## src/verilog/acg_pkg.sv

```systemverilog
/*
 * acg_pkg: register map, field positions, reset values, codes and the
 * configuration carrier shared by the front-end configuration block.
 * assumes: 8-bit registers reached over the serial configuration port.
 */
package acg_pkg;

   ////////////////////////////////////////////////////////////////////////////
   // register offsets
   localparam logic [4:0] ADDR_GAIN_SETTING = 5'h03;
   localparam logic [4:0] ADDR_DATA_RATE_SETTING = 5'h04;
   localparam logic [4:0] ADDR_REFERENCE_CONTROL = 5'h05;

   // reset values
   localparam logic [7:0] RST_GAIN_SETTING = 8'h08;
   localparam logic [7:0] RST_DATA_RATE_SETTING = 8'h00;
   localparam logic [7:0] RST_REFERENCE_CONTROL = 8'h00;

   ////////////////////////////////////////////////////////////////////////////
   // field positions
   localparam int GAIN_LSB = 0;
   localparam int AMP_EN_LSB = 3;
   localparam int RATE_LSB = 0;
   localparam int CLK_SRC_BIT = 6;
   localparam int REF_PWR_LSB = 0;
   localparam int REF_SEL_LSB = 2;
   localparam int NEG_BUF_BIT = 4;
   localparam int POS_BUF_BIT = 5;

   // writable bit masks, other bits read as zero
   localparam logic [7:0] MASK_GAIN_SETTING = 8'h1F;
   localparam logic [7:0] MASK_DATA_RATE_SETTING = 8'h4F;
   localparam logic [7:0] MASK_REFERENCE_CONTROL = 8'h3F;

   ////////////////////////////////////////////////////////////////////////////
   // codes
   localparam logic [1:0] AMP_OFF_BYPASS = 2'h0;
   localparam logic [1:0] AMP_ON = 2'h1;
   localparam logic [1:0] REF_PAIR0 = 2'h0;
   localparam logic [1:0] REF_PAIR1 = 2'h1;
   localparam logic [1:0] REF_INTERNAL = 2'h2;
   localparam logic [1:0] REF_PWR_OFF = 2'h0;
   localparam logic [1:0] REF_PWR_ON_PD_OFF = 2'h1;
   localparam logic [1:0] REF_PWR_ALWAYS = 2'h2;
   localparam logic [2:0] GAIN_32 = 3'h5;
   localparam logic [2:0] GAIN_64 = 3'h6;
   localparam logic [2:0] GAIN_128 = 3'h7;
   localparam logic [1:0] SCALE_X1 = 2'h0;
   localparam logic [1:0] SCALE_X2 = 2'h1;
   localparam logic [1:0] SCALE_X4 = 2'h2;

   // serial port: command byte bit 7 set means read, low five bits address
   localparam logic [7:0] CMD_RESET = 8'h06;
   localparam int CMD_READ_BIT = 7;
   localparam logic [3:0] BITS_PER_BYTE = 4'h8;

   // modulator clock divide ratio
   localparam int MOD_DIVIDE = 16;

   ////////////////////////////////////////////////////////////////////////////
   // decoded configuration travelling to the analog front end
   typedef struct packed {
      logic amp_power_on;
      logic amp_bypass;
      logic [2:0] amp_analog_gain;
      logic [1:0] digital_scale;
      logic [1:0] ref_source;
      logic int_ref_on;
      logic pos_buf_en;
      logic neg_buf_en;
      logic clk_src_ext;
      logic [3:0] data_rate;
   } acg_cfg_type;

endpackage : acg_pkg

```

## src/verilog/acg_config.sv

```systemverilog
/*
 * acg_config: configuration registers of the converter front end: input
 * amplifier, reference multiplexer and buffers, clock source, modulator clock.
 * assumes: host on a four-wire serial port (mode 1), pins asynchronous.
 */
//
// Contract
// - amp enable 00 powers the amplifier down and bypasses it
// - gains 64 and 128 use analog 32 plus digital scaling
// - two-bit field selects internal or one of two external references
// - after reset the first external pair is the reference
// - power code 10 always on, 01 on but off in power-down
// - internal reference is off after reset
// - select code 10 connects the internal reference
// - reference buffer bits active low, 1 disables buffer
// - one clock-source bit picks internal oscillator or external clock
// - internal oscillator after power-up and after pin or command reset
// - modulator clock is the selected clock source (oscillator or external) divided by 16
// - amp code 01 enables; 10 and 11 reserved, never written
// - three-bit gain field selects gains 1 through 128
`timescale 1ns/100ps
module acg_config
   import acg_pkg::*;
(
   input wire logic CLK_SYS,          // 10 MHz system clock
   input wire logic RESET_N,          // sync reset pin, active low
   input wire logic CS_N,             // serial chip select, active low
   input wire logic SCLK,             // serial clock
   input wire logic DIN,              // serial data in
   output logic DOUT,                 // serial data out
   output logic DOUT_OE,              // data out enable, high while driving
   input wire logic POWER_DOWN,       // device power-down mode
   input wire logic OSC_TICK,         // internal oscillator tick
   input wire logic EXT_CLK,          // external clock pin
   output acg_cfg_type CFG,           // decoded front-end configuration
   output logic MOD_CLK_EN            // modulator clock enable pulse
);

   ////////////////////////////////////////////////////////////////////////////
   // pin synchronisers
   logic [1:0] cs_pipe;
   logic [2:0] sclk_pipe;
   logic [1:0] din_pipe;

   always_ff @(posedge CLK_SYS) begin
      cs_pipe <= {cs_pipe[0], CS_N};
      sclk_pipe <= {sclk_pipe[1:0], SCLK};
      din_pipe <= {din_pipe[0], DIN};
   end

   wire cs_active = ~cs_pipe[1];
   wire sclk_rise = sclk_pipe[1] & ~sclk_pipe[2];
   wire sclk_fall = ~sclk_pipe[1] & sclk_pipe[2];
   wire din_bit = din_pipe[1];

   ////////////////////////////////////////////////////////////////////////////
   // serial frame: command byte, then data byte; the reset command frame has no data byte
   logic [7:0] shift_in;
   logic [3:0] bit_count;
   logic second_byte;
   logic is_read;
   logic [4:0] addr;
   logic [7:0] shift_out;
   logic soft_reset;

   wire [7:0] next_shift_in = {shift_in[6:0], din_bit};
   wire byte_done = sclk_fall & cs_active & (bit_count == BITS_PER_BYTE - 4'h1);
   wire cmd_done = byte_done & ~second_byte;
   wire data_done = byte_done & second_byte;
   wire cmd_is_reset = (next_shift_in == CMD_RESET);
   wire write_strobe = data_done & ~is_read;

   ////////////////////////////////////////////////////////////////////////////
   // registers
   logic [7:0] gain_setting;
   logic [7:0] data_rate_setting;
   logic [7:0] reference_control;

   // pin reset and the reset command both load the reset values of the three registers
   wire cfg_reset = ~RESET_N | soft_reset;
   wire wr_gain = write_strobe & (addr == ADDR_GAIN_SETTING);
   wire wr_rate = write_strobe & (addr == ADDR_DATA_RATE_SETTING);
   wire wr_ref = write_strobe & (addr == ADDR_REFERENCE_CONTROL);

   wire [4:0] next_addr = next_shift_in[4:0];
   wire [7:0] read_data =
      (next_addr == ADDR_GAIN_SETTING) ? gain_setting :
      (next_addr == ADDR_DATA_RATE_SETTING) ? data_rate_setting :
      (next_addr == ADDR_REFERENCE_CONTROL) ? reference_control : 8'h00;

   always_ff @(posedge CLK_SYS) begin
      if (cfg_reset) begin
         gain_setting <= RST_GAIN_SETTING;
         data_rate_setting <= RST_DATA_RATE_SETTING;
         reference_control <= RST_REFERENCE_CONTROL;
      end else begin
         if (wr_gain) begin
            gain_setting <= next_shift_in & MASK_GAIN_SETTING;
         end
         if (wr_rate) begin
            data_rate_setting <= next_shift_in & MASK_DATA_RATE_SETTING;
         end
         if (wr_ref) begin
            reference_control <= next_shift_in & MASK_REFERENCE_CONTROL;
         end
      end
   end

   ////////////////////////////////////////////////////////////////////////////
   // frame sequencer
   always_ff @(posedge CLK_SYS) begin
      if (!RESET_N || !cs_active) begin
         shift_in <= 8'h00;
         bit_count <= 4'h0;
         second_byte <= 1'b0;
         is_read <= 1'b0;
         addr <= 5'h00;
      end else if (sclk_fall) begin
         shift_in <= next_shift_in;
         bit_count <= byte_done ? 4'h0 : bit_count + 4'h1;
         if (cmd_done) begin
            second_byte <= ~cmd_is_reset;
            is_read <= next_shift_in[CMD_READ_BIT];
            addr <= next_addr;
         end else if (data_done) begin
            second_byte <= 1'b0;
         end
      end
   end

   // reset command takes effect once, at the end of its byte
   always_ff @(posedge CLK_SYS) begin
      if (!RESET_N) begin
         soft_reset <= 1'b0;
      end else begin
         soft_reset <= cmd_done & cmd_is_reset;
      end
   end

   // read data shifts out msb first on rising edges of the data byte
   always_ff @(posedge CLK_SYS) begin
      if (!RESET_N || !cs_active) begin
         shift_out <= 8'h00;
         DOUT <= 1'b0;
      end else if (cmd_done) begin
         shift_out <= next_shift_in[CMD_READ_BIT] ? read_data : 8'h00;
      end else if (sclk_rise && second_byte) begin
         DOUT <= shift_out[7];
         shift_out <= {shift_out[6:0], 1'b0};
      end
   end

   always_ff @(posedge CLK_SYS) begin
      if (!RESET_N) begin
         DOUT_OE <= 1'b0;
      end else begin
         DOUT_OE <= cs_active;
      end
   end

   ////////////////////////////////////////////////////////////////////////////
   // decode of the stored fields
   wire [2:0] gain_code = gain_setting[GAIN_LSB +: 3];
   wire [1:0] amp_code = gain_setting[AMP_EN_LSB +: 2];
   wire [1:0] sel_code = reference_control[REF_SEL_LSB +: 2];
   wire [1:0] pwr_code = reference_control[REF_PWR_LSB +: 2];

   // reserved amp codes leave the amplifier on rather than bypassing the input
   wire amp_on = (amp_code != AMP_OFF_BYPASS);

   // the amplifier tops out at 32; higher gains finish in the digital path
   wire [2:0] analog_gain = (gain_code > GAIN_32) ? GAIN_32 : gain_code;
   wire [1:0] scale =
      (gain_code == GAIN_64) ? SCALE_X2 :
      (gain_code == GAIN_128) ? SCALE_X4 : SCALE_X1;

   // reserved select code falls back to the first external pair
   wire [1:0] ref_src =
      (sel_code == REF_INTERNAL) ? REF_INTERNAL :
      (sel_code == REF_PAIR1) ? REF_PAIR1 : REF_PAIR0;

   // code 11 is treated as off
   wire ref_on =
      (pwr_code == REF_PWR_ALWAYS) |
      ((pwr_code == REF_PWR_ON_PD_OFF) & ~POWER_DOWN);

   acg_cfg_type next_cfg;

   always_comb begin
      next_cfg.amp_power_on = amp_on;
      next_cfg.amp_bypass = ~amp_on;
      next_cfg.amp_analog_gain = analog_gain;
      next_cfg.digital_scale = scale;
      next_cfg.ref_source = ref_src;
      next_cfg.int_ref_on = ref_on;
      next_cfg.pos_buf_en = ~reference_control[POS_BUF_BIT];
      next_cfg.neg_buf_en = ~reference_control[NEG_BUF_BIT];
      next_cfg.clk_src_ext = data_rate_setting[CLK_SRC_BIT];
      next_cfg.data_rate = data_rate_setting[RATE_LSB +: 4];
   end

   always_ff @(posedge CLK_SYS) begin
      if (!RESET_N) begin
         CFG <= '0;
      end else begin
         CFG <= next_cfg;
      end
   end

   ////////////////////////////////////////////////////////////////////////////
   // modulator clock from the selected source
   logic mod_tick;

   acg_mod_clock #(
      .DIVIDE(MOD_DIVIDE)
   ) u_mod_clock (
      .clk(CLK_SYS),
      .rst_n(RESET_N),
      .use_ext(data_rate_setting[CLK_SRC_BIT]),
      .osc_tick(OSC_TICK),
      .ext_clk_pin(EXT_CLK),
      .mod_tick(mod_tick)
   );

   always_ff @(posedge CLK_SYS) begin
      if (!RESET_N) begin
         MOD_CLK_EN <= 1'b0;
      end else begin
         MOD_CLK_EN <= mod_tick;
      end
   end

endmodule : acg_config

```

## src/verilog/acg_mod_clock.sv

```systemverilog
/*
 * acg_mod_clock: picks the system clock tick from the internal oscillator
 * or the external clock pin and divides it to the modulator enable.
 * assumes: osc_tick is a same-domain pulse; ext_clk_pin is asynchronous.
 */
`timescale 1ns/100ps
module acg_mod_clock
   import acg_pkg::*;
#(
   parameter int DIVIDE = MOD_DIVIDE
) (
   input wire logic clk,            // system clock
   input wire logic rst_n,          // sync reset, active low
   input wire logic use_ext,        // 1 selects the external clock pin
   input wire logic osc_tick,       // internal oscillator tick
   input wire logic ext_clk_pin,    // external clock pin
   output logic mod_tick            // one-cycle modulator clock enable
);

   localparam int CW = $clog2(DIVIDE);

   logic ext_meta;
   logic ext_sync;
   logic ext_last;
   logic [CW-1:0] div_count;

   wire ext_tick = ext_sync & ~ext_last;
   wire sel_tick = use_ext ? ext_tick : osc_tick;
   wire div_wrap = (div_count == CW'(DIVIDE - 1));

   ////////////////////////////////////////////////////////////////////////////
   always_ff @(posedge clk) begin
      ext_meta <= ext_clk_pin;
      ext_sync <= ext_meta;
      ext_last <= ext_sync;
   end

   // one modulator tick per sixteen ticks of whichever source is selected
   always_ff @(posedge clk) begin
      if (!rst_n) begin
         div_count <= '0;
         mod_tick <= 1'b0;
      end else begin
         mod_tick <= sel_tick & div_wrap;
         if (sel_tick) begin
            div_count <= div_wrap ? '0 : div_count + CW'(1);
         end
      end
   end

endmodule : acg_mod_clock

```

## config.mk

```make
export PLATFORM = sky130hd
export DESIGN_NAME = acg_config
export DESIGN_NICKNAME = d
export VERILOG_FILES = /design/src/verilog/acg_pkg.sv /design/src/verilog/acg_config.sv /design/src/verilog/acg_mod_clock.sv
export SDC_FILE = /design/constraint.sdc
export NUM_CORES = 1
export LEC_CHECK = 0
export ABC_AREA = 1
export BUFFER_PORTS_ARGS = -buffer_cell sky130_fd_sc_hd__buf_2
export CORE_ASPECT_RATIO = 1.1
export CORE_MARGIN = 10
export CORE_UTILIZATION = 40
export DETAILED_ROUTE_END_ITERATION = 7
export GPL_ROUTABILITY_DRIVEN = 0
export MAX_ROUTING_LAYER = met4
export RECOVER_POWER = 50
export SLEW_MARGIN = 10
export SYNTH_ARGS = -nofsm -noshare
export SYNTH_HDL_FRONTEND = slang
export SYNTH_SLANG_ARGS = --single-unit
```

## constraint.sdc

```tcl
create_clock -name CLK_SYS -period 2.4 [get_ports CLK_SYS]
set_input_delay 0.48 -clock CLK_SYS [delete_from_list [all_inputs] [get_ports CLK_SYS]]
set_output_delay 0.48 -clock CLK_SYS [all_outputs]
set_load 0.02 [all_outputs]
```

After elaboration in Yosys (flattened, before gate mapping)
Index checks and enable logic that the tools add are counted.
{ "op_classes": {"div": 0, "eq_ne": 15, "reduce_logical": 12, "n_mul": 0, "n_addsub": 2, "n_mux": 16, "bitwise_logic": 29, "order_cmp": 1, "shift": 0} }
{ "ops": {"columns": ["cell", "n"], "rows": [
  ["2-to-1 mux 7 bit", 3],
  ["== test 5 x 3 -> 1 bit, second input constant", 4],
  ["2-to-1 mux 8 bit", 2],
  ["bitwise AND 1 bit", 14],
  ["inverter 1 bit", 13],
  ["== test 5 x 2 -> 1 bit, second input constant", 2],
  ["adder 4 x 1 -> 4 bit, second input constant", 2],
  ["== test 8 x 3 -> 1 bit, second input constant", 1],
  ["2-to-1 mux 4 bit", 2],
  ["== test 3 bit, second input constant", 2],
  ["2-to-1 mux 6 bit", 1],
  ["AND reduction 2 bit", 3],
  ["nonzero test 2 bit", 3],
  ["OR reduction 2 bit", 3],
  ["2-to-1 mux 1 bit", 5],
  ["== test 2 x 1 -> 1 bit, second input constant", 2],
  ["== test 2 bit, second input constant", 2],
  ["== test 4 x 3 -> 1 bit, second input constant", 1],
  ["== test 4 bit, second input constant", 1],
  ["2-to-1 mux 2 bit", 2],
  ["greater-than comparator 3 bit, second input constant", 1],
  ["2-to-1 mux 3 bit", 1],
  ["OR 1 bit", 2],
  ["logical AND 1 bit", 1],
  ["2 further kinds", 2]
]} }
{ "totals": {"latch_bits": 0, "output_inout_bits": 20, "wordCells": 109, "mem_bits_rw": 0, "regBits": 78, "rom_bits": 0, "inputBits": 8, "mem_count": 0} }

Logic depth before layout (Yosys ltp)
{ "logic_depth": {"depth_word": 7, "ltp_mapped": 8, "mapped_depth_nobuf": 8} }

Modules after synthesis
A second synthesis with hierarchy kept.
{ "unflattened": {"hier_cells": 386, "hier_area_um2": 3090.5} }
{ "by_module_without_submodules": {"columns": ["mod", "cells_per_inst", "seq_area_each_um2", "area_each_um2", "instances"], "rows": [
  ["acg_config", 347, 1401.3, 2750.1, 1],
  ["acg_mod_clock", 39, 160.2, 340.3, 1]
]} }

Worst setup path after synthesis
No wires, ideal clock.
{ "synth_timing": {"path_kind": "register to register", "startpoint": "reg bit_count[0]", "endpoint": "reg addr[1]", "setup_time_ns": 0.119, "required_time_ns": 2.281, "path_slack_ns": 1.014, "arrival_ns": 1.267, "period_less_slack_ns": 1.386, "stages_incl_launch_ff": 8, "path_buffers": 1, "cell_sequence": "dfxtp_1 ha_1 nand3_2 nor2_4 nand2_4 buf_6 o21ai_0 a21oi_1"} }
{ "synth_between": {"elab_chain_cells": 4} }
{ "synth_lines": {"columns": ["element", "line_no", "source"], "rows": [
  ["start, declared", "acg_config.sv:59", "logic [3:0] bit_count;"],
  ["start signal, assigned", "acg_config.sv:120", "bit_count <= byte_done ? 4'h0 : bit_count + 4'h1;"],
  ["== test 4 x 3 -> 1 bit", "acg_config.sv:67", "wire byte_done = sclk_fall & cs_active & (bit_count == BITS_PER_BYTE - 4'h1);"],
  ["bitwise AND 1 bit", "acg_config.sv:67", null],
  ["bitwise AND 1 bit", "acg_config.sv:68", "wire cmd_done = byte_done & ~second_byte;"],
  ["AND reduction 2 bit (no source line)", null, null],
  ["end signal, assigned", "acg_config.sv:124", "addr <= next_addr;"],
  ["end, declared", "acg_config.sv:62", "logic [4:0] addr;"]
]} }
Every way passes these cells.
A chain may end at the register's enable or synchronous reset.

Worst setup path after layout
{ "layout_timing": {"startpoint": "reg bit_count[0]", "endpoint": "reg shift_out[6]"} }
{ "layout_between": {"elab_chain_cells": 4, "word_cells_on_any_way": 5, "cone_classes": "eq/ne (1); mux (1); bitwise (2); reduce/logical (1)"} }
{ "layout_lines": {"columns": ["element", "line_no", "source"], "rows": [
  ["== test 4 x 3 -> 1 bit (*)", "acg_config.sv:67", null],
  ["bitwise AND 1 bit (*)", "acg_config.sv:67", null],
  ["bitwise AND 1 bit (*)", "acg_config.sv:68", null],
  ["2-to-1 mux 8 bit or nonzero test 2 bit (tied branches)", null, null],
  ["end signal, assigned", "acg_config.sv:146", "shift_out <= next_shift_in[CMD_READ_BIT] ? read_data : 8'h00;"],
  ["end signal, assigned", "acg_config.sv:149", "shift_out <= {shift_out[6:0], 1'b0};"],
  ["end, declared", "acg_config.sv:63", "logic [7:0] shift_out;"]
]} }
Mark *: on every way between the ends. The rest lies on a longest branch, timed or not.

==> results.md <==
* Status: completed
* Synth unique cells at 28
* Setup crit start kind: flip-flop
* Number of post-CTS setup repair buffers at 0
* Grt ovf at 0
* Clk pwr share at 0.450
* Crit-path slowest cell: nor2_4
* Synth Area in Compound Gates at 0.114
* Final Core Density at 0.477
* Max frequency at ~0.55 GHz
* Worst-Skew Late Latency at approximately 350 ps
* Maxcap violations at 0
* Hold crit path type: input port to flip-flop
* YS warnings at 0
* Synth cell count leaders: dfxtp_1, nand2_1, nor2_1
* Setup TNS at 0 ps
* Synth Area in Simple Gates at 0.255
* Mapped Cells at around 370
* Dominant cell type by area after synthesis: dfxtp_1
* EDFF count, synth at 0
* Largest net degree at the start of global routing at 27
* Largest stage delay on the critical path at approximately 400 ps
* Gate power share at 0.031
* Seq/Total Area, Yosys at 0.528
* Worst VDD drop at 291 uV
* Dpl hpwl at approximately 4400 um
* Nets at 407
* Design area at between 0.003 and 0.004 mm^2
* Layout area overhead at 14.3%
* Port bufs at 27
* Final period util at 0.756
* P_leak at 1.43 nW
* First-pass GRT wire length at approximately 11000 um
* Layout cells sized above 1 at 0.119
* TritonCTS Buffers at 9
* Via/cell ratio at just under 5
* Mux share of post-synthesis cell area at 0
* Largest family of logic cells by synthesized area: simple AND/OR/NAND/NOR gates
* Clock Skews at ~7.9 ps
* Crit. End Element: flip-flop
* WL final at about 6200 um
* Die area at between 0.01 and 0.015 mm^2
* Row Count at 32
* Starting Density at 0.417
* CP Class: flip-flop to flip-flop
* Die Y at 110 um
* Sw Share at 0.209
* Post-Syn Nets at around 380
* DR pass1 iterations at 5
* Cell Area, Synth at approximately 0.003 mm^2
* Psw at roughly 530 uW
* Max transition margin at 0.572
* Wire length per cell at 12.8 um
* Die X-Extent at between 100 and 150 um
* CTS tree: done
* Crit path cell chain: ha_1, nand3_2, nor2_4, nand2_4, nand2_1, nand2_1, nor2_1, nor2_1
* Worst Path Buf+Inv at 0
* Clk sinks at 78
* Place WS at approximately 590 ps
* Asr flop ratio synth at 0
* Number of routed nets with antenna violations at 0
* Main area contributors after synthesis: dfxtp_1, nand2_1, nor2_1
* Critical Path RT at about 2600 ps
* Synth top area share at 0.528
* H-tree levels at 3
* Hold-fix buffers, CTS at 0
* Count of final setup violators at 0
* Root Driver: clkbuf_8
* Synth Area in XOR/XNOR at 0.00889
* Min Tclk post-route at roughly 1800 ps
* Clock transition at the registers of the reported paths at approximately 80 ps
* CP top delay family: simple AND/OR/NAND/NOR gates
* Final Hold Violating Endpoints at 0
* Crit Path Max Fanout at 26
* RSZ-0062 raised after global routing: no
* Initial DRC Count at ~180
* Synth Flop Type: dfxtp_1
* Sequential power share at 0.520
* Post-cts resize count at 0
* Worst Path Arrival at about 2000 ps
* Slew at the pin with the worst max-slew slack at 641 ps
* Diodes inserted at 0
* Adder-cell share of the synthesized area at 0.00847
* P_int at between 2 and 2.5 mW
* Fin worst setup slack at just under 600 ps
* Pwr dens at around 760 mW/mm^2
* Synthesis-stage register bit count at between 70 and 80
* Fin. max-slew vios at 0
* Clock Tree Buf Depth at 2
* Via count of the first global-routing pass at approximately 2300
* Syn Area/Cell at 8.05 um^2
* I/O pin total at 28
* Number of antenna violations at the first check in global routing at 0
* Dpl cell area at approximately 0.0032 mm^2
* Gr usage total at 0.125
* Post-Layout Cell Count at 487
* Via Count at approximately 2400
* DRC errors left at 0
* Dpl cells at 471
* Core area at 0.00709 mm^2
* Most common cell in the netlist: dfxtp_1
routing by layer:
layer | vias up | part of all wire | GRT usage
li1 | 1254 | - | -
met5 | - | 0 | -
met4 | 0 | 0.015 | 0.0524
met1 | 1076 | 0.48 | 0.150
met2 | 47 | 0.46 | 0.193
met3 | 9 | 0.047 | 0.0355
through the flow:
stage	total power [mW]	hold slack, ps
detailed placement	1.44	315
global route	2.66	204
finish	2.56	230
global placement	1.44	311
floorplan	1.41	310
CTS	2.59	213
worst paths after layout:
check / startpoint / to / slack [ps] / cells past startpoint
worst max-delay path: bit_count[0] / shift_out[6] / 590 / 8
worst min-delay path: DIN / din_pipe[0] / 230 / 1
worst max register to register: bit_count[0] / shift_out[6] / 590 / 8
worst min register to register: cs_pipe[0] / cs_pipe[1] / 330 / 0
worst register-to-register path, delay by kind of cell (launching register included):
kind / cells / cell delay (ps)
flip-flops: 1 / 370
AND/OR/NAND/NOR: 7 / 1130
adder cells (fa/ha/maj): 1 / 220
power by group through the flow:
stage	clock (mW)	combinational [mW]	sequential, mW
final	1.15	0.0785	1.33
after detailed placement	0	0.0812	1.36
after global routing	1.24	0.0904	1.33
after CTS	1.18	0.0817	1.33
after global placement	0	0.0800	1.36
after floorplan	0	0.0522	1.36
logic make-up after synthesis:
family,Yosys count
AND/OR/NAND/NOR,164
flip-flops,78
AO/OA/AOI/OAI,60
buffers and inverters,60
XOR/XNOR,3
adder cells (fa/ha/maj),2
sequential cells by signal (all words and copies together), names as in the netlist, 2 cells and up:
| name | cells |
|---|---|
| shift_out | 8 |
| din_pipe | 2 |
| data_rate_setting | 5 |
| sclk_pipe | 3 |
| addr | 5 |
| CFG | 17 |
| bit_count | 4 |
| gain_setting | 5 |
| u_mod_clock.div_count | 4 |
| shift_in | 7 |
| reference_control | 6 |
| cs_pipe | 2 |
area by class of cell:
cell class | count | area [um^2]
fill | 691 | 3710
sequential | 78 | 1560
multi-input combinational | 229 | 1140
inverter | 47 | 176
timing repair buffer | 32 | 158
clock buffer | 9 | 124
clock inverter | 7 | 113
tap | 85 | 106
placed cells by master (no fill, tap or decap), drive strengths merged:
master    synthesis  layout
clkinv            1       4
bufinv            0       3
nor3              6       6
or2               1       1
nand4            17      17
inv              46      46
nand2            56      56
nand3b            1       1
ha                2       2
nand3            33      33
o21ai            28      28
a211oi            1       1
a21oi            20      20
a21boi           10      10
dfxtp            78      78
nor2             50      50
o211ai            1       1
buf               7      22
xor2              2       2
clkinvlp          0       1
xnor2             1       1
clkbuf            6      19
Note: power is estimated with default switching activity, not from simulation.
